$ cat src/core/ems_pkg.sv
// constants, register map and state type of the external memory strobe sequencer
// assumes one 40 MHz pclk domain and an APB master with 32-bit data
package ems_pkg;

  localparam int ADDR_W = 22;
  localparam int BA_W = 2;
  localparam int DATA_W = 16;
  localparam int LEN_W = 9;
  localparam int BURST_BEATS = 4;

  // one timing unit is two pclk periods
  localparam int PCLK_PERIOD_PS = 25000;
  localparam int UNIT_CYCLES = 2;
  localparam int WAIT_STEP_UNITS = 16;
  localparam int RELEASE_UNITS = 4;
  localparam int ADV_UNITS = 2;
  localparam int READ_GAP_UNITS = 1;

  // burst clock limits; each half period of burst_clk is one timing unit
  localparam int BCLK_MAX_MHZ = 66;
  localparam int BCLK_MIN_HALF_PS = 5050;
  localparam int BCLK_MIN_HALF_CYC = (BCLK_MIN_HALF_PS + PCLK_PERIOD_PS - 1) / PCLK_PERIOD_PS;
  localparam int BCLK_MIN_PERIOD_CYC =
    (1000000 + BCLK_MAX_MHZ * PCLK_PERIOD_PS - 1) / (BCLK_MAX_MHZ * PCLK_PERIOD_PS);
  localparam int BCLK_HALF_CYC = UNIT_CYCLES;
  localparam int BCLK_PERIOD_CYC = 2 * BCLK_HALF_CYC;
  localparam int PH_W = $clog2(BCLK_PERIOD_CYC);

  // programmable ranges in timing units, the wait limit in 16-unit wait steps
  localparam int TA_MAX = 4;
  localparam int SETUP_MAX = 16;
  localparam int STROBE_MAX = 64;
  localparam int HOLD_MAX = 8;
  localparam int WAIT_MAX = 256;

  // register offsets (byte addresses)
  localparam logic [7:0] OFS_RD_TIMING = 8'h00;
  localparam logic [7:0] OFS_WR_TIMING = 8'h04;
  localparam logic [7:0] OFS_WAIT_CFG = 8'h08;
  localparam logic [7:0] OFS_ADDR = 8'h0C;
  localparam logic [7:0] OFS_WDATA = 8'h10;
  localparam logic [7:0] OFS_CMD = 8'h14;
  localparam logic [7:0] OFS_STATUS = 8'h18;
  localparam logic [7:0] OFS_RDATA = 8'h1C;
  localparam logic [7:0] OFS_BDATA = 8'h20;

  // field positions and widths
  localparam int SETUP_LSB = 0;
  localparam int SETUP_W = 5;
  localparam int STROBE_LSB = 8;
  localparam int STROBE_W = 7;
  localparam int HOLD_LSB = 16;
  localparam int HOLD_W = 4;
  localparam int TA_LSB = 24;
  localparam int TA_W = 3;
  localparam int LIMIT_LSB = 0;
  localparam int WAIT_EN_BIT = 16;
  localparam int BURST_EN_BIT = 17;
  localparam int BA_LSB = 22;
  localparam int CMD_START_BIT = 0;
  localparam int CMD_WRITE_BIT = 1;
  localparam int ST_TIMEOUT_BIT = 1;
  localparam int ST_DONE_BIT = 2;

  // values after reset, in timing units, the wait limit in 16-unit wait steps
  localparam logic [LEN_W-1:0] RST_SETUP = 9'h002;
  localparam logic [LEN_W-1:0] RST_STROBE = 9'h008;
  localparam logic [LEN_W-1:0] RST_HOLD = 9'h002;
  localparam logic [LEN_W-1:0] RST_TA = 9'h002;
  localparam logic [LEN_W-1:0] RST_LIMIT = 9'h080;

  typedef enum logic [3:0] {
    ST_IDLE, ST_SETUP, ST_STROBE, ST_WAITING, ST_RELEASE, ST_HOLD, ST_TURN,
    ST_ADV, ST_ADV_HOLD, ST_BEAT
  } seq_state_t;

endpackage : ems_pkg

$ cat src/core/unit_timer.sv
// phase length counter: loads a length in timing units and flags its last pclk cycle
// assumes load lengths of at least one unit
`timescale 1ns/100ps
module unit_timer
  import ems_pkg::*;
#(
  parameter int W = LEN_W
) (
  input logic pclk,
  input logic presetn,
  input logic load,
  input logic [W-1:0] load_units,
  output logic last
);

  logic [W:0] cnt_r;

  always_ff @(posedge pclk or negedge presetn) begin
    if (!presetn) begin
      cnt_r <= '0;
    end else if (load) begin
      cnt_r <= (W+1)'(int'(load_units) * UNIT_CYCLES - 1);
    end else if (cnt_r != '0) begin
      cnt_r <= cnt_r - 1'b1;
    end
  end

  assign last = (cnt_r == '0);
endmodule : unit_timer

$ cat src/core/ems_sequencer.sv
// strobe sequencer for asynchronous sram/flash with an apb register slave
// assumes apb master on pclk, memory pins sampled synchronously to pclk
//
// The address map and the APB slave port were chosen for this implementation.
`timescale 1ns/100ps

module ems_sequencer
  import ems_pkg::*;
#(
  parameter int BEATS = BURST_BEATS
) (
  input logic pclk,
  input logic presetn,
  input logic psel,
  input logic penable,
  input logic pwrite,
  input logic [7:0] paddr,
  input logic [31:0] pwdata,
  output logic [31:0] prdata,
  output logic pready,
  output logic pslverr,
  output logic [ADDR_W-1:0] ext_addr,
  output logic [BA_W-1:0] byte_addr,
  output logic [DATA_W-1:0] ext_data_out,
  input logic [DATA_W-1:0] ext_data_in,
  output logic ext_data_oe_n,
  output logic chip_sel_n,
  output logic out_enable_n,
  output logic write_strobe_n,
  input logic ext_wait_in,
  output logic burst_clk,
  output logic addr_valid_n
);

  localparam int BI_W = (BEATS > 1) ? $clog2(BEATS) : 1;

  seq_state_t state_r, state_nxt;
  logic [LEN_W-1:0] rs_r, rst_r, rh_r, ta_r, ws_r, wst_r, wh_r, lim_r;
  logic wen_r, burst_r;
  logic [ADDR_W-1:0] addr_r;
  logic [BA_W-1:0] ba_r;
  logic [DATA_W-1:0] wdata_r, rdata_r;
  logic [DATA_W-1:0] bdata_r [BEATS];
  logic [BI_W-1:0] beat_r;
  logic wr_r, burst_acc_r, wait_seen_r, waited_r, timeout_r, done_r;
  logic [LEN_W-1:0] ewc_r;
  logic [PH_W-1:0] ph_r, ph_nxt;
  logic wr_en, start, cur_wr, busy, wait_hit, wait_over;
  logic clk_st, clk_st_nxt;
  logic t_load, t_last;
  logic [LEN_W-1:0] t_units;
  logic [7:0] boff;

  function automatic logic [LEN_W-1:0] fit(input logic [LEN_W-1:0] v, input int hi);
    if (v == '0) return LEN_W'(1);
    if (int'(v) > hi) return LEN_W'(hi);
    return v;
  endfunction : fit

  assign pready = 1'b1;
  assign wr_en = psel && penable && pwrite;
  assign busy = (state_r != ST_IDLE);
  assign start = wr_en && (paddr == OFS_CMD) && pwdata[CMD_START_BIT] && !busy;
  assign cur_wr = start ? pwdata[CMD_WRITE_BIT] : wr_r;
  // a wait that drops again before the strobe ends is still caught through wait_seen_r
  assign wait_hit = wen_r && (wait_seen_r || ext_wait_in);
  assign wait_over = (ewc_r + 1'b1) >= lim_r;
  assign clk_st = (state_r == ST_ADV_HOLD) || (state_r == ST_BEAT);
  assign clk_st_nxt = (state_nxt == ST_ADV_HOLD) || (state_nxt == ST_BEAT);
  assign ph_nxt = clk_st ? ph_r + 1'b1 : '0;

  // configuration and data registers; lengths are forced into their legal range
  always_ff @(posedge pclk or negedge presetn) begin
    if (!presetn) begin
      rs_r <= RST_SETUP;
      rst_r <= RST_STROBE;
      rh_r <= RST_HOLD;
      ta_r <= RST_TA;
      ws_r <= RST_SETUP;
      wst_r <= RST_STROBE;
      wh_r <= RST_HOLD;
      lim_r <= RST_LIMIT;
      wen_r <= 1'b0;
      burst_r <= 1'b0;
      addr_r <= '0;
      ba_r <= '0;
      wdata_r <= '0;
    end else if (wr_en) begin
      case (paddr)
        OFS_RD_TIMING: begin
          rs_r <= fit(LEN_W'(pwdata[SETUP_LSB +: SETUP_W]), SETUP_MAX);
          rst_r <= fit(LEN_W'(pwdata[STROBE_LSB +: STROBE_W]), STROBE_MAX);
          rh_r <= fit(LEN_W'(pwdata[HOLD_LSB +: HOLD_W]), HOLD_MAX);
          ta_r <= fit(LEN_W'(pwdata[TA_LSB +: TA_W]), TA_MAX);
        end
        OFS_WR_TIMING: begin
          ws_r <= fit(LEN_W'(pwdata[SETUP_LSB +: SETUP_W]), SETUP_MAX);
          wst_r <= fit(LEN_W'(pwdata[STROBE_LSB +: STROBE_W]), STROBE_MAX);
          wh_r <= fit(LEN_W'(pwdata[HOLD_LSB +: HOLD_W]), HOLD_MAX);
        end
        OFS_WAIT_CFG: begin
          lim_r <= fit(pwdata[LIMIT_LSB +: LEN_W], WAIT_MAX);
          wen_r <= pwdata[WAIT_EN_BIT];
          burst_r <= pwdata[BURST_EN_BIT];
        end
        OFS_ADDR: begin
          addr_r <= pwdata[ADDR_W-1:0];
          ba_r <= pwdata[BA_LSB +: BA_W];
        end
        OFS_WDATA: wdata_r <= pwdata[DATA_W-1:0];
        default: ;
      endcase
    end
  end

  // phase order; each timed phase but waiting leaves when its timer expires; waiting leaves as soon as ext_wait_in falls, or at a step end once the limit is hit
  always_comb begin
    state_nxt = state_r;
    case (state_r)
      ST_IDLE: if (start) state_nxt = (burst_r && !cur_wr) ? ST_ADV : ST_SETUP;
      ST_SETUP: if (t_last) state_nxt = ST_STROBE;
      ST_STROBE: if (t_last) state_nxt = wait_hit ? ST_WAITING : ST_HOLD;
      ST_WAITING: begin
        if (!ext_wait_in) state_nxt = ST_RELEASE;
        else if (t_last && wait_over) state_nxt = ST_RELEASE;
      end
      ST_RELEASE: if (t_last) state_nxt = ST_HOLD;
      ST_HOLD: if (t_last) state_nxt = ST_TURN;
      ST_TURN: if (t_last) state_nxt = ST_IDLE;
      ST_ADV: if (t_last) state_nxt = ST_ADV_HOLD;
      ST_ADV_HOLD: if (t_last) state_nxt = ST_BEAT;
      ST_BEAT: if (t_last) state_nxt = ST_TURN;
      default: state_nxt = ST_IDLE;
    endcase
  end

  // length of the phase being entered, in units
  always_comb begin
    t_units = LEN_W'(1);
    case (state_nxt)
      ST_SETUP: t_units = (cur_wr ? ws_r : rs_r) + 1'b1;
      ST_STROBE: t_units = cur_wr ? wst_r + 1'b1 : rst_r;
      ST_WAITING: t_units = LEN_W'(WAIT_STEP_UNITS);
      ST_RELEASE: t_units = LEN_W'(RELEASE_UNITS);
      ST_HOLD: t_units = (cur_wr ? wh_r : rh_r) + 1'b1;
      ST_TURN: t_units = cur_wr ? ta_r + 1'b1 : LEN_W'(READ_GAP_UNITS);
      ST_ADV: t_units = LEN_W'(ADV_UNITS);
      ST_ADV_HOLD: t_units = LEN_W'(ADV_UNITS);
      ST_BEAT: t_units = LEN_W'(2 * BEATS);
      default: t_units = LEN_W'(1);
    endcase
  end

  // a new 16-unit wait step starts while ext_wait_in stays high
  assign t_load = (state_nxt != state_r) || (state_r == ST_WAITING && t_last);

  unit_timer #(.W(LEN_W)) phase_timer (
    .pclk(pclk),
    .presetn(presetn),
    .load(t_load),
    .load_units(t_units),
    .last(t_last)
  );

  always_ff @(posedge pclk or negedge presetn) begin
    if (!presetn) begin
      state_r <= ST_IDLE;
      wr_r <= 1'b0;
      burst_acc_r <= 1'b0;
    end else begin
      state_r <= state_nxt;
      if (start) begin
        wr_r <= cur_wr;
        burst_acc_r <= burst_r && !cur_wr;
      end
    end
  end

  // wait tracking: wait_seen_r sampled in strobe only, ewc_r counted in the waiting phase
  always_ff @(posedge pclk or negedge presetn) begin
    if (!presetn) begin
      wait_seen_r <= 1'b0;
      waited_r <= 1'b0;
      ewc_r <= '0;
    end else begin
      if (state_r == ST_STROBE && wen_r && ext_wait_in) wait_seen_r <= 1'b1;
      else if (state_r != ST_STROBE) wait_seen_r <= 1'b0;
      if (start) begin
        waited_r <= 1'b0;
        ewc_r <= '0;
      end else begin
        if (state_nxt == ST_WAITING) waited_r <= 1'b1;
        if (state_r == ST_WAITING && ext_wait_in && t_last) ewc_r <= ewc_r + 1'b1;
      end
    end
  end

  // sticky status; a new event wins over a write-one clear in the same cycle
  always_ff @(posedge pclk or negedge presetn) begin
    if (!presetn) begin
      timeout_r <= 1'b0;
      done_r <= 1'b0;
    end else begin
      if (state_r == ST_WAITING && ext_wait_in && t_last && wait_over) timeout_r <= 1'b1;
      else if (wr_en && paddr == OFS_STATUS && pwdata[ST_TIMEOUT_BIT]) timeout_r <= 1'b0;
      if (state_r == ST_TURN && t_last) done_r <= 1'b1;
      else if (wr_en && paddr == OFS_STATUS && pwdata[ST_DONE_BIT]) done_r <= 1'b0;
    end
  end

  // memory pins follow the state being entered, so each stands for its whole phase
  always_ff @(posedge pclk or negedge presetn) begin
    if (!presetn) begin
      chip_sel_n <= 1'b1;
      out_enable_n <= 1'b1;
      write_strobe_n <= 1'b1;
      addr_valid_n <= 1'b1;
      ext_data_oe_n <= 1'b1;
      ext_addr <= '0;
      byte_addr <= '0;
      ext_data_out <= '0;
    end else begin
      chip_sel_n <= (state_nxt == ST_IDLE) || (state_nxt == ST_TURN);
      out_enable_n <= !(!cur_wr && (state_nxt inside {ST_STROBE, ST_WAITING, ST_RELEASE,
                                                      ST_BEAT}));
      write_strobe_n <= !(cur_wr && (state_nxt inside {ST_STROBE, ST_WAITING,
                                                       ST_RELEASE}));
      addr_valid_n <= !(state_nxt inside {ST_ADV, ST_ADV_HOLD});
      ext_data_oe_n <= !(cur_wr && (state_nxt inside {ST_SETUP, ST_STROBE, ST_WAITING,
                                                      ST_RELEASE, ST_HOLD}));
      if (start) begin
        ext_addr <= addr_r;
        byte_addr <= ba_r;
        ext_data_out <= wdata_r;
      end
    end
  end

  // read capture at the end of the strobe, burst capture in the last pclk cycle of each burst_clk period of the beat phase
  always_ff @(posedge pclk or negedge presetn) begin
    if (!presetn) begin
      rdata_r <= '0;
      beat_r <= '0;
      ph_r <= '0;
      burst_clk <= 1'b0;
      for (int i = 0; i < BEATS; i++) bdata_r[i] <= '0;
    end else begin
      if (!wr_r && state_nxt == ST_HOLD && state_r != ST_HOLD) rdata_r <= ext_data_in;
      ph_r <= clk_st_nxt ? ph_nxt : '0;
      burst_clk <= clk_st_nxt && (int'(ph_nxt) < BCLK_HALF_CYC);
      if (start) beat_r <= '0;
      else if (state_r == ST_BEAT && int'(ph_r) == BCLK_PERIOD_CYC - 1) begin
        bdata_r[beat_r] <= ext_data_in;
        beat_r <= beat_r + 1'b1;
      end
    end
  end

  // apb read data is prepared in the setup phase, so no wait state is needed
  assign boff = paddr - OFS_BDATA;
  always_ff @(posedge pclk or negedge presetn) begin
    if (!presetn) begin
      prdata <= '0;
      pslverr <= 1'b0;
    end else if (psel && !penable) begin
      pslverr <= 1'b0;
      prdata <= '0;
      if (paddr >= OFS_BDATA && int'(boff[7:2]) < BEATS && boff[1:0] == 2'b00) begin
        prdata <= 32'(bdata_r[boff[2 +: BI_W]]);
      end else begin
        case (paddr)
          OFS_RD_TIMING: prdata <= {5'h00, ta_r[TA_W-1:0], 4'h0, rh_r[HOLD_W-1:0], 1'b0,
                                    rst_r[STROBE_W-1:0], 3'h0, rs_r[SETUP_W-1:0]};
          OFS_WR_TIMING: prdata <= {12'h000, wh_r[HOLD_W-1:0], 1'b0, wst_r[STROBE_W-1:0],
                                    3'h0, ws_r[SETUP_W-1:0]};
          OFS_WAIT_CFG: prdata <= {14'h0000, burst_r, wen_r, 7'h00, lim_r};
          OFS_ADDR: prdata <= {8'h00, ba_r, addr_r};
          OFS_WDATA: prdata <= {16'h0000, wdata_r};
          OFS_CMD: prdata <= {30'h0000_0000, wr_r, busy};
          OFS_STATUS: prdata <= {15'h0000, ewc_r, 5'h00, done_r, timeout_r, busy};
          OFS_RDATA: prdata <= {16'h0000, rdata_r};
          default: pslverr <= 1'b1;
        endcase
      end
    end
  end

  // checking helpers: cycles since start, and cycles a strobe has been low
  logic [15:0] acc_cnt_r, strb_cnt_r;
  always_ff @(posedge pclk or negedge presetn) begin
    if (!presetn) begin
      acc_cnt_r <= '0;
      strb_cnt_r <= '0;
    end else begin
      acc_cnt_r <= start ? 16'h0001 : (busy ? acc_cnt_r + 1'b1 : acc_cnt_r);
      strb_cnt_r <= (out_enable_n && write_strobe_n) ? '0 : strb_cnt_r + 1'b1;
    end
  end
endmodule : ems_sequencer

$ cat config.mk
export PLATFORM = sky130hd
export DESIGN_NAME = ems_sequencer
export DESIGN_NICKNAME = d
export VERILOG_FILES = /design/src/core/ems_pkg.sv /design/src/core/unit_timer.sv /design/src/core/ems_sequencer.sv
export SDC_FILE = /design/constraint.sdc
export NUM_CORES = 1
export LEC_CHECK = 0
export BUFFER_PORTS_ARGS = -buffer_cell sky130_fd_sc_hd__buf_4
export CAP_MARGIN = 20
export CELL_PAD_IN_SITES_DETAIL_PLACEMENT = 2
export CELL_PAD_IN_SITES_GLOBAL_PLACEMENT = 2
export CORE_MARGIN = 2
export CORE_UTILIZATION = 35
export DETAILED_ROUTE_END_ITERATION = 8
export GPL_ROUTABILITY_DRIVEN = 0
export HOLD_SLACK_MARGIN = 0.15
export PLACE_DENSITY_LB_ADDON = 0.1
export SETUP_SLACK_MARGIN = 0.5
export SYNTH_ARGS = -nofsm -noshare
export SYNTH_HDL_FRONTEND = slang
export SYNTH_SLANG_ARGS = --single-unit
$ cat constraint.sdc
create_clock -name pclk -period 5.3 [get_ports pclk]
set_clock_uncertainty 0.2 [all_clocks]
set_input_delay 0.265 -clock pclk [delete_from_list [all_inputs] [get_ports pclk]]
set_output_delay 0.265 -clock pclk [all_outputs]
set_load 0.01 [all_outputs]
Yosys cells after proc, flatten, opt, wreduce, memory -nomap -nowiden
Cells that the tools add are included.
- output and inout port bits: 80
- register bits: 304
- logic and storage cells: 284
- input port bits: 62
- reduce and logical (&&, ||, !) cells: 73
- magnitude comparators: 12
- add/sub/neg operators: 10
- muxes and demuxes: 119
- bitwise gates (word level): 3
- equality and inequality tests: 29
- operators by type and width (kind ; count):
    two-way mux 9 bit ; 32
    case mux 27 bit (8 select lines) ; 1
    case mux 9 bit (8 select lines) ; 1
    bitwise mux 64 bit ; 1
    two-way mux 1 bit ; 59
    two-way mux 16 bit ; 3
    adder 9 x 1 -> 9 bit (second input constant) ; 5
    two-way mux 4 bit ; 10
    case mux 4 bit (9 select lines) ; 1
    binary-select mux 16 bit (select 2 bit) ; 1
    demux 16 bit (select 2 bit) ; 1
    equality test 4 x 3 -> 1 bit (second input constant) ; 8
    equality test 8 x 5 -> 1 bit (second input constant) ; 4
    logical AND 1 bit ; 29
    two-way mux 27 bit ; 1
    two-way mux 10 bit ; 2
    subtractor 10 x 1 -> 10 bit (second input constant) ; 2
    equality test 4 x 2 -> 1 bit (second input constant) ; 4
    equality test 4 bit (second input constant) ; 4
    equality test 8 x 4 -> 1 bit (second input constant) ; 2
    nonzero test 2 bit ; 7
    zero test 4 bit ; 3
    AND reduction 2 bit ; 6
    zero test 10 bit ; 1
    37 further kinds ; 58

Depth between registers and ports, before layout
Gate-level depths: netlist (run 1).
- depth in word-level cells: 16
- gate-level depth with buffers: 23
- depth with buffers taken out: 22

By module
From an unflattened synthesis (run 1), not the netlist that was laid out.
- cells, all modules: 1216
- area total of the unflattened synthesis: 13150.1 µm²
- modules (own cells, without submodules) (module ; seq. area each (µm²) ; area each (µm²) ; times used ; cells an instance):
    ems_sequencer ; 6547.5 ; 12438.2 ; 1 ; 1141
    unit_timer ; 250.2 ; 711.9 ; 1 ; 75

Least setup slack after synthesis (run 1)
No wires, ideal clock.
- kind: reg2reg
- start: register ewc_r[0]
- end: register phase_timer.cnt_r[7]
- clock period less this slack: 4.627 ns
- setup time: 0.124 ns
- setup slack: 0.673 ns
- arrival time: 4.303 ns
- path buffers: 1
- required time: 4.976 ns
- stages on the path, launching flop included: 23
- cell sequence: dfrtp_1 -> ha_1 -> nand3_1 -> nor2_1 -> nand3_1 -> xnor2_1 -> ha_1 -> nand2_1 -> o21ai_0 -> a21oi_1 -> a221o_1 -> and2_1 -> buf_6 -> nor3_4 -> a31oi_1 -> ha_1 -> nand2_1 -> mux2_1 -> o221a_2 -> ha_1 -> nand3_2 -> nor4b_2 -> a211o_1
- word-level cells in the longest chain between the ends: 11
- elaborated cells on any way between the ends: 22
- classes of those cells: 2 x add/sub; 1 x order compare; 10 x eq/ne; 5 x mux; 4 x reduce/logical
- RTL lines (item ; line ; RTL):
    from (decl) ; ems_sequencer.sv:46 ; logic [LEN_W-1:0] ewc_r;
    from (signal assigned) ; ems_sequencer.sv:193 ; if (state_r == ST_WAITING && ext_wait_in && t_last) ewc_r <= ewc_r + 1'b1;
    adder 9 x 1 -> 9 bit (*) ; ems_sequencer.sv:67 ; assign wait_over = (ewc_r + 1'b1) >= lim_r;
    >= comparator 9 bit (*) ; ems_sequencer.sv:67 ;
    logical AND 1 bit (*) ; ems_sequencer.sv:125 ; else if (t_last && wait_over) state_nxt = ST_RELEASE;
    two-way mux 4 bit (*) ; ems_sequencer.sv:125 ;
    two-way mux 4 bit (*) ; ems_sequencer.sv:124 ; if (!ext_wait_in) state_nxt = ST_RELEASE;
    case mux 4 bit (9 select lines) (*) ; ems_sequencer.sv:119 ; case (state_r)
    equality test 4 bit or equality test 4 x 3 -> 1 bit (tied branches) ; ems_sequencer.sv:140 ; case (state_nxt)
    OR reduction 2 bit (no line) ; n/a ;
    case mux 9 bit (8 select lines) ; ems_sequencer.sv:140 ;
    subtractor 10 x 1 -> 10 bit ; unit_timer.sv:22 ; cnt_r <= (W+1)'(int'(load_units) * UNIT_CYCLES - 1);
    two-way mux 10 bit ; unit_timer.sv:21 ; end else if (load) begin
    to (signal assigned) ; unit_timer.sv:22 ;
    to (signal assigned) ; unit_timer.sv:24 ; cnt_r <= cnt_r - 1'b1;
    to (decl) ; unit_timer.sv:16 ; logic [W:0] cnt_r;
Every way passes the cells marked *; elsewhere a longest branch is shown, timed or not.
A chain may end at the register's enable or synchronous reset.

Worst setup path after layout (run 1)
- start: register ewc_r[1]
- end: register phase_timer.cnt_r[8]
The elaborated chain is that of the path after synthesis.

==> results of run 1 <==
[timing repair]
item / in CTS / in global routing
hold buffers: 49 / 0
setup buffers: 2 / 8
hold endpoints to repair: 281 / 0
pin swaps: 3 / 14
resized for setup: 7 / 20
setup endpoints to repair: 8 / 8
[power by group through the flow]
stage / Combinational, W / Clock (W) / Sequential [W]
after global routing: 0.000857 / 0.00241 / 0.00227
after CTS: 0.000764 / 0.00233 / 0.00226
after floorplan: 0.000446 / 0 / 0.00228
final: 0.000765 / 0.00227 / 0.00226
after global placement: 0.000708 / 0 / 0.00229
after detailed placement: 0.000725 / 0 / 0.00230
[through the flow]
step / instances / setup WS (ns) / util, % / area [µm²]
final: 1938 / 0.644 / 44.2 / 16600
after global routing: 1937 / 0.376 / 44.2 / 16600
after CTS: 1928 / 0.503 / 43.7 / 16400
after detailed placement: 1817 / 0.0939 / 39.4 / 14800
after global placement: 1817 / 0.329 / 39.4 / 14800
after floorplan: 1223 / 0.673 / - / 13300
[worst paths after layout]
check / startpoint / end / slack (ns) / depth (start not counted)
setup / recovery: ewc_r[1] / phase_timer.cnt_r[8] / 0.64 / 21
hold / removal: paddr[6] / pslverr / 0.17 / 4
setup reg to reg: ewc_r[1] / phase_timer.cnt_r[8] / 0.64 / 21
hold reg to reg: ph_r[0] / ph_r[0] / 0.26 / 1
max in group asynchronous: presetn / bdata_r[5] / 3.37 / 3
min in group asynchronous: presetn / ext_addr[20] / 0.19 / 2
[registers in the layout, indices dropped and copies added, names as in the netlist, 7 cells and up]
signal and count:
prdata 27, lim_r 9, wdata_r 16, rst_r 7
ext_data_out 16, phase_timer.cnt_r 10, ext_addr 22, wst_r 7
ewc_r 9, rdata_r 16, bdata_r 64, addr_r 22
[area by class of cell]
cell class	instances	area, µm²
fill	3917	20900
sequential	271	6800
multi-input combinational	860	6210
timing repair buffer	214	1760
clock buffer	50	1000
tap	511	639
clock inverter	10	78.8
inverter	21	78.8
antenna	1	2.50
[kinds of logic (layout without fill, tap and decap cells)]
| group | count (synthesis) | count (layout) | share of synthesized area, % |
|---|---|---|---|
| other | 2 | 7 | 0.0567 |
| AOI/OAI and AO/OA | 210 | 210 | 11.1 |
| xor gates and xnor gates | 29 | 29 | 1.92 |
| muxes | 170 | 170 | 15.6 |
| adders and majority gates | 21 | 21 | 1.98 |
| and+or+nand+nor | 424 | 424 | 15.0 |
| DFF | 271 | 271 | 51.3 |
| buffers and inverters | 92 | 295 | 2.97 |
[layer usage]
layer	track usage (%)	share of wire [%]	wire, µm	vias to the layer above
li1	-	-	-	4718
met1	32.4	44	20600	5572
met2	42.3	50	23600	205
met3	2.92	3.2	1510	64
met4	6.41	2.5	1160	0
met5	0	0	0	-
[worst reg2reg max path, delay by kind of cell, from the launching register on]
kind / cells / cell delay, ns
AOI/OAI and AO/OA: 4 / 0.88
buffers and inverters: 1 / 0.20
adders and majority gates: 3 / 0.82
and+or+nand+nor: 10 / 1.43
muxes: 2 / 0.38
DFF: 1 / 0.43
xor gates and xnor gates: 1 / 0.16
[cells in the final DEF (no fill, tap or decap), types with 6 or more instances in the layout]
master,instances
a21oi_1,23
a221oi_1,14
a222oi_1,10
a22o_1,18
a22oi_1,15
a31oi_1,24
and3_1,8
buf_4,162
clkbuf_1,8
clkbuf_16,35
clkbuf_8,7
clkinv_2,8
conb_1,6
dfrtp_1,256
dfstp_2,13
dlygate4sd3_1,49
ha_1,19
inv_1,20
mux2_2,136
mux2i_1,17
mux4_2,16
nand2_1,233
nand2b_1,22
nand3_1,27
nor2_1,61
nor2b_1,6
nor3_1,12
o21ai_0,57
o31ai_1,12
xnor2_1,11
xor2_1,15
[cells in the mapped netlist (12+ instances only)]
library cell,count
dfrtp_1,258
o21ai_0,58
clkbuf_1,49
a22o_1,18
a21oi_1,24
nor3_1,14
o31ai_1,12
nand2b_1,22
dfstp_2,13
xor2_1,16
a31oi_1,24
mux2_2,136
inv_1,20
mux4_2,16
ha_1,21
mux2i_1,17
xnor2_1,13
nand3_1,29
nor2_1,62
a221oi_1,14
a22oi_1,15
nand2_1,233
==> metrics, run 1 <==
top fanout value on the critical path 5; detailed-placement wirelength estimate 32800 µm; Max-slew headroom 29.7%; clock sinks 271; drt drc 0; vias in the first global route 11400; Data arrival, critical path 4.85 ns; via count 10600; Setup CP Type register to register; minimum clock period after layout around 4.7 ns; Critical Path RT 5.49 ns; status complete, no violations; layout cells sized above 1 29.9%; Slew Limit Fails 0; register bit total from synthesis 271; Synth cell types 72; drt first-iter violations around 590; critical path startpoint category register; syn_area_per_cell 10.9 µm²; initial core utilization 35.3%; Worst-path clk slew 0.06 ns; leakage power 7.62 nW; WL final 46900 µm; hold_ws 0.171 ns; Final Power 0.00530 W; latest clock arrival within the worst-skew pair 0.52 ns; Hold WC Path Type primary input to register; sw frac 27.0%; synthesis-to-finish area growth 25.1%; Post-DRT Antenna Nets 0; Ports 142; cell taking the most area after synthesis dfrtp_1; internal power ~0.0039 W; CP Buf/Inv Count 1; drt pass-1 iters 5; CTS tree built; Setup crit end kind register; combinational power share between 10 and 15%; first-pass GRT wire length 71900 µm; critical-path cell list ha_4 > nand3_4 > nor2_4 > nand3_2 > xnor2_2 > ha_1 > nand4_1 > nor2_1 > a21oi_2 > a221o_1 > and2_4 > nor3_4 > mux2i_1 > ha_2 > nand2_1 > mux2_1 > o221a_2 > nor3b_2 > nand4_1 > buf_4 > a211o_1; Core ar. 37500 µm²; Max-cap violations 0; site row count 71; Top delay family on crit path simple AND/OR/NAND/NOR gates; die width 199 µm; RSZ-0062 raised after global routing true; Peak VDD IR 0.244 mV; Total GRT Usage 24.4%; Hold Violations, Final 0; Die H 199 µm; Reg power frac 42.7%; Routed WL per cell roughly 24 µm; Synth top area share 48.7%; async set-reset flop share out of synthesis 100%; register area share after synthesis 51.3%; port buffer count 130; Setup violations, final 0; routed vias/inst 5.45; Slowest-stage cell, CP dfrtp_2; top_reg_cell synth dfrtp_1; clock share of power 42.8%; Psw about 0.0014 W; most used cell along the critical path nand4_1; Max Root-Sink Buffers 3; die area 39400 µm²; setup TNS 0 ns; initial antenna violation count 2; Tcrit/Tclk final 87.9%; H-tree levels 2; Area contributors post-synth dfrtp_1 49%, mux2_2 12%, nand2_1 6.6%; clock tree root buffer cell clkbuf_16; crit-path max cell delay 0.43 ns; Max Freq 0.215 GHz; Congestion Overflow GR 0; EDFF count, synth 0; largest net degree at the start of global routing approximately 120; Tightest Pin Transition roughly 1.1 ns; cells after synthesis 1219; Synth Warn # 0; CTS buffer count 34; synthesized cell area roughly 13000 µm²; power density cells 320 nW/µm²; # nets final 1485
No activity file was read; power rests on OpenSTA's default activity.
==> run 2, diff against run 1 <==
- ABC_AREA: unset -> 1
==> run 2 against run 1 <==
  * Synthesized cell count is 26% higher
  * Utilization is 0.62 points higher
  * Power is 18% higher
  * Sequential share of layout area is 0.20 points higher
  * Area after synthesis is 0.93% lower
  * Critical path depth is 6 higher
  * Cell area is 0.50% lower
  * Setup slack better by 0.13 ns
  * Clock power is 3% higher
  * Sequential power hardly changed
  * Routed wire length is 2.7% higher
==> metrics, run 2 <==
status complete, no violations; Routed WL per cell 21.7 µm; drt drc 0; Largest regs bdata_r x64, prdata x27; power density cells 378 nW/µm²; Synth top area share 49.2%; Max Root-Sink Buffers 3; initial core utilization approximately 36%; Hold WC Path Type primary input to register; Peak VDD IR 0.219 mV; # nets final ~1800; Tcrit/Tclk final approximately 85%; Multi-input gate area roughly 5400 µm²; cell with the most instances after synthesis nand2_1; register bit total from synthesis 271; crit-path max cell delay 0.37 ns; Worst-path clk slew 0.06 ns; die width 198 µm; Tightest Pin Transition 1.10 ns; first-pass GRT wire length 75700 µm; drt pass-1 iters 4; Slowest-stage cell, CP dfrtp_2; register area share after synthesis approximately half; Ports ~140; clock tree root buffer cell clkbuf_16; setup TNS 0 ns; minimum clock period after layout 4.53 ns; Die H roughly 200 µm; port buffer count 130; leakage power approximately 8.1 nW; Slew Limit Fails 0; Setup CP Type register to register; Synth Warn # 0; top fanout value on the critical path 6; cells after synthesis 1539; Setup violations, final 0; reg2reg path depth 27; Commonest cells post-synth 380 x nand2_1, 258 x dfrtp_1, 214 x o21ai_0, 175 x inv_1, 81 x nor2_1; FF+latch area roughly 7000 µm²; detailed-placement wirelength estimate 33900 µm; ANT cells 0; CTS buffer count 34; vias in the first global route 12900; max reg flops between 60 and 70; Data arrival, critical path 4.75 ns; EDFF count, synth 0; cell taking the most area after synthesis dfrtp_1; Core ar. 36800 µm²; WL final a little under 50000 µm; Max-cap violations 0; top_reg_cell synth dfrtp_1; Critical Path RT between 5 and 6 ns; largest net degree at the start of global routing around 130; layout cells sized above 1 around 19%; routed vias/inst 5.26; CTS tree built; clock sinks between 200 and 300; Final Power slightly above 0.006 W; hold_ws about 0.11 ns; initial antenna violation count 0; via count 11700; synthesis-to-finish area growth 25.6%; H-tree levels 2; Max-slew headroom 26.0%; worst hold stages 5; most frequent cells in the layout 373 x nand2_1, 257 x dfrtp_1, 214 x o21ai_0, 175 x inv_1, 155 x buf_4; Max Freq 0.221 GHz; Area contributors post-synth dfrtp_1 49%, nand2_1 11%, o21ai_0 8.2%; Layout Utilization 44.8%; latest clock arrival within the worst-skew pair 0.51 ns; Setup crit end kind register; fill count 4050; Congestion Overflow GR 0; RSZ-0062 raised after global routing false; Synth cell types 53; die area 39100 µm²; Total GRT Usage 25.2%; drt first-iter violations 585; synthesized cell area around 13000 µm²; critical path startpoint category register; Hold Violations, Final 0; site row count 70; syn_area_per_cell about 8.5 µm²; async set-reset flop share out of synthesis 100%; Post-DRT Antenna Nets 0; commonest non-fill, non-tap cell in the layout nand2_1; Largest Register bdata_r
## run 2: changes by cell type after synthesis, sizes merged, moves of 21 or more
cell,delta
nand2,+163
nor2,+36
o21ai,+165
inv,+166
nand2b,-22
a21oi,+34
mux2,-115
nand3,+21
o22ai,+29
## run 2: stage by stage
stage	area [µm²]	cells	worst slack, ns
floorplan	13100	1543	1.34
global placement	14500	2092	0.704
detailed placement	14500	2092	0.453
CTS	16200	2209	0.541
global route	16500	2223	0.460
finish	16500	2223	0.774
## run 2: path summary, 6_finish.rpt
path,startpoint,end,slack (ns)
worst max-delay path,ewc_r[0],phase_timer.cnt_r[9],0.77
worst min-delay path,psel,prdata[2],0.11
worst max register to register,ewc_r[0],phase_timer.cnt_r[9],0.77
worst min register to register,ph_r[0],ph_r[0],0.26
max in group asynchronous,presetn,ewc_r[0],3.51
min in group asynchronous,presetn,bdata_r[4],0.18
## run 2: worst max-delay path, delay by kind of cell, from the launching register on
| family | cells | cell delay [ns] |
|---|---|---|
| and+or+nand+nor | 18 | 2.17 |
| adders and majority gates | 4 | 0.97 |
| AOI/OAI and AO/OA | 3 | 0.41 |
| DFF | 1 | 0.37 |
| xor gates and xnor gates | 1 | 0.24 |
| buffers and inverters | 1 | 0.08 |
## run 2: final cells by class
cell class                      count  share of cell area, %
Multi-Input combinational cell   1017                   32.8
Inverter                          191                   4.44
Sequential cell                   271                   41.2
Timing Repair Buffer              216                   11.3
Tap cell                          468                   3.55
Clock buffer                       54                   6.17
Clock inverter                      6                  0.524
## run 2: power by group
| group | internal, W | leakage (nW) | switching, W |
|---|---|---|---|
| sequential | 0.00217 | 3.12 | 0.0000743 |
| combinational | 0.000595 | 4.47 | 0.00106 |
| clock | 0.00141 | 0.537 | 0.000914 |
| total | 0.00418 | 8.12 | 0.00204 |
## run 2: metal layers
metal	vias up	global-route usage, %	part of all wire [%]
li1	5423	-	-
met1	5982	35.5	47
met2	230	41.7	48
met3	61	2.56	3.2
met4	0	5.88	2.3
met5	-	0	0
## run 2: cell families (layout without fill, tap and decap cells)
group	after synthesis	in the layout	share of synthesized area, %
and+or+nand+nor	599	599	20.2
DFF	271	271	51.8
xor gates and xnor gates	18	18	1.20
muxes	22	22	1.89
AOI/OAI and AO/OA	351	351	14.9
other	2	6	0.0572
adders and majority gates	21	21	2.00
buffers and inverters	255	467	8.03
## run 2: repair_timing
action,in CTS,in global routing
setup buffers,3,9
hold buffers,54,0
setup endpoints to repair,3,7
gates resized for setup,1,23
pin swaps,2,18
endpoints found under the hold margin,280,0
==> run 3, diff against run 2 <==
- SYNTH_HIERARCHICAL: unset -> 1
- clock period: 5.3 -> 5.36 ns (I/O delays scaled with it)
==> run 3 against run 2 <==
  * Via count is 2.9% higher
  * Non-clock buffer count decreased by 10
  * Register-to-register slack improved by 0.10 ns
  * Combinational power down 50%
  * Cell count is 2.3% higher
  * Setup slack improved by 0.10 ns
  * Flip-flop and latch count is the same
  * Sequential share of layout area rose by 0.44 points
  * Power is 15% lower
  * Critical path type unchanged
  * Critical endpoint is now phase_timer/cnt_r[5]
  * Largest cell class unchanged
==> metrics, run 3 <==
EDFF count, synth 0; register area share after synthesis 51.9%; top fanout value on the critical path 11; Final WS setup between 0.8 and 0.9 ns; Area contributors post-synth dfrtp_1 49%, nand2_1 12%, o21ai_0 8.2%; minimum clock period after layout 4.48 ns; Max Freq 0.223 GHz; Multi-input gate area 5280 µm²; most frequent cells in the layout 412 x nand2_1, 258 x dfrtp_1, 212 x o21ai_0, 198 x inv_1, 145 x buf_4; Max Root-Sink Buffers 3; clock tree root buffer cell clkbuf_16; Final Cell Area between 15000 and 20000 µm²; Synth Warn # 6; ANT cells 0; Post-Synth Simple-Gate Area between 20% and 30%; Congestion Overflow GR 0; drt first-iter violations between 500 and 600; latest clock arrival within the worst-skew pair 0.53 ns; Max-cap violations 0; proportion of synthesized area in mux cells 0%; Layout Utilization between 40 and 50%; Tcrit/Tclk final between 80 and 90%; port buffer count 130; Critical Path RT ~5.6 ns; Critical R2R Launch ewc_r[0]; Synth Area in Compound Gates 15.3%; main combinational cell family by area after synthesis simple AND/OR/NAND/NOR gates; status complete, no violations; commonest non-fill, non-tap cell in the layout nand2_1; Hold Violations, Final 0; post-route non-filler standard cell count around 2300; Placement Setup Slack approximately 0.7 ns; H-tree levels 2; FF+latch area slightly below 7000 µm²; Hold WC Path Type primary input to async pin; Critical Path End phase_timer/cnt_r[5]; Slew Limit Fails 0; cells after synthesis 1604; Synth Area in XOR/XNOR less than 1%; WL final 49300 µm; leakage power ~8 nW; largest net degree at the start of global routing 97; Peak VDD IR 0.217 mV; Tightest Pin Transition 1.10 ns; setup TNS 0 ns; Total GRT Usage 25.8%; Routed WL per cell 21.7 µm; Post-DP Area 14500 µm²; via count around 12000; Data arrival, critical path 4.72 ns; clock sinks 271; fill count 4088; Synth cell types 47; die width 198 µm; register bit total from synthesis roughly 270; Reg2Reg Setup Slack 0.88 ns; first-pass GRT wire length 76900 µm; Setup violations, final 0; routed vias/inst 5.29; drt drc 0; cell with the most instances after synthesis nand2_1; syn_area_per_cell 8.17 µm²; CP startpoint ewc_r[0]; synthesis-to-finish area growth 24.4%; async set-reset flop share out of synthesis 100%; die area 39000 µm²; initial antenna violation count 0; # nets final 1869; Largest Register bdata_r; CTS tree built; Adder-Cell Fraction of Synth Area 2.00%; synthesized cell area 13100 µm²; Worst-path clk slew 0.06 ns; cell taking the most area after synthesis dfrtp_1; Setup crit end kind register; Die H 198 µm; site row count 70; layout cells sized above 1 15.2%; Largest regs bdata_r x64, prdata x27; power density cells ~320 nW/µm²; RSZ-0062 raised after global routing true; Ports approximately 140; max reg flops 64; R2R Path End phase_timer/cnt_r[5]; Setup CP Type register to register; Synth top area share 49.3%; reg2reg path depth 26; CTS buffer count 35; vias in the first global route between 10000 and 15000; critical path startpoint category register; initial core utilization between 30% and 40%; Max-slew headroom 26.0%; Post-DRT Antenna Nets 0; top_reg_cell synth dfrtp_1; drt pass-1 iters 4; Core ar. 36800 µm²; Commonest cells post-synth 414 x nand2_1, 258 x dfrtp_1, 214 x o21ai_0, 198 x inv_1, 86 x nand3_1; placed cell count 2158; detailed-placement wirelength estimate 34500 µm
run 3: cell types whose count changed after synthesis, moves of 6 or more:
| cell | previous run | this run |
|---|---|---|
| nand2_1 | 380 | 414 |
| mux2_2 | 22 | 0 |
| a31oi_1 | 4 | 12 |
| a221oi_1 | 21 | 8 |
| o22ai_1 | 29 | 41 |
| nand3_1 | 45 | 86 |
| o21ai_1 | 7 | 29 |
| buf_2 | 2 | 8 |
| a21oi_1 | 55 | 47 |
| inv_1 | 175 | 198 |
| nor2_1 | 81 | 70 |
| nor3_1 | 16 | 9 |
run 3: cell families (layout without fill, tap and decap cells):
family	Yosys count	count (layout)
AO/OA/AOI/OAI	369	369
AND/OR/NAND/NOR	647	647
XOR/XNOR	12	12
flip-flops	271	271
buffers and inverters	282	478
other	2	8
adder cells (fa/ha/maj)	21	21
run 3: per-layer routing:
metal	up-vias	share of wire, %	global-route usage, %
met5	-	0	0
met4	0	3.1	8.66
met3	83	2.7	2.94
met2	192	52	46.7
met1	6178	43	31.8
li1	5577	-	-
run 3: metrics by stage:
step,total power [W],hold slack (ns)
floorplan,0.00270,-0.228
global placement,0.00299,0.175
detailed placement,0.00302,0.175
CTS,0.00533,0.159
global route,0.00552,0.222
finish,0.00527,0.187
run 3: cell type report:
class | count | share of cell area [%]
clock inverters | 6 | 0.399
repair buffers | 206 | 10.9
clock buffers | 51 | 6.17
flip-flops and latches | 271 | 41.7
well taps | 468 | 3.59
multi-input cells | 1057 | 32.3
inverters | 215 | 4.98
run 3: worst min path at each step:
stage            start      endpoint  slack, ns  cells after the start
6_report       presetn  ext_addr[20]       0.19                      2
4_1_cts           psel    prdata[17]       0.16                      6
3_3_place_gp   presetn  byte_addr[1]       0.18                      1
5_1_grt           psel    prdata[17]       0.22                      6
3_5_place_dp   presetn    prdata[23]       0.18                      1
2_1_floorplan  presetn     addr_r[0]      -0.23                      0
run 3: report_power, final:
part	switching [W]	internal, W	total (W)
registers	0.0000707	0.00213	0.00221
clock network	0.000905	0.00134	0.00225
logic	0.000541	0.000278	0.000819
total	0.00152	0.00376	0.00527
run 3: what timing repair did:
action,4_1_cts,5_1_grt
gates resized for setup,0,15
setup buffers,0,0
setup endpoints to repair,0,9
endpoints found under the hold margin,268,0
hold buffers,55,0
run 3: critical path, cell delays in order, from the launching register on:
cell and delay, ns:
dfrtp_1 0.42, ha_1 0.23, nand3_1 0.14, nor2_1 0.20, nand4_1 0.13, xor2_1 0.20, inv_1 0.06, ha_1 0.29
a21o_1 0.19, a21oi_1 0.17, nand2_2 0.12, nand2_4 0.11, nand2_1 0.06, nand2_1 0.11, nand2_4 0.15, nand2_4 0.14
nand2_1 0.06, nand2_1 0.11, ha_1 0.24, a21oi_1 0.12, nand3_1 0.09, inv_1 0.10, ha_1 0.20, nand3_1 0.16
a21oi_1 0.16, o21ai_1 0.09, a21oi_1 0.14
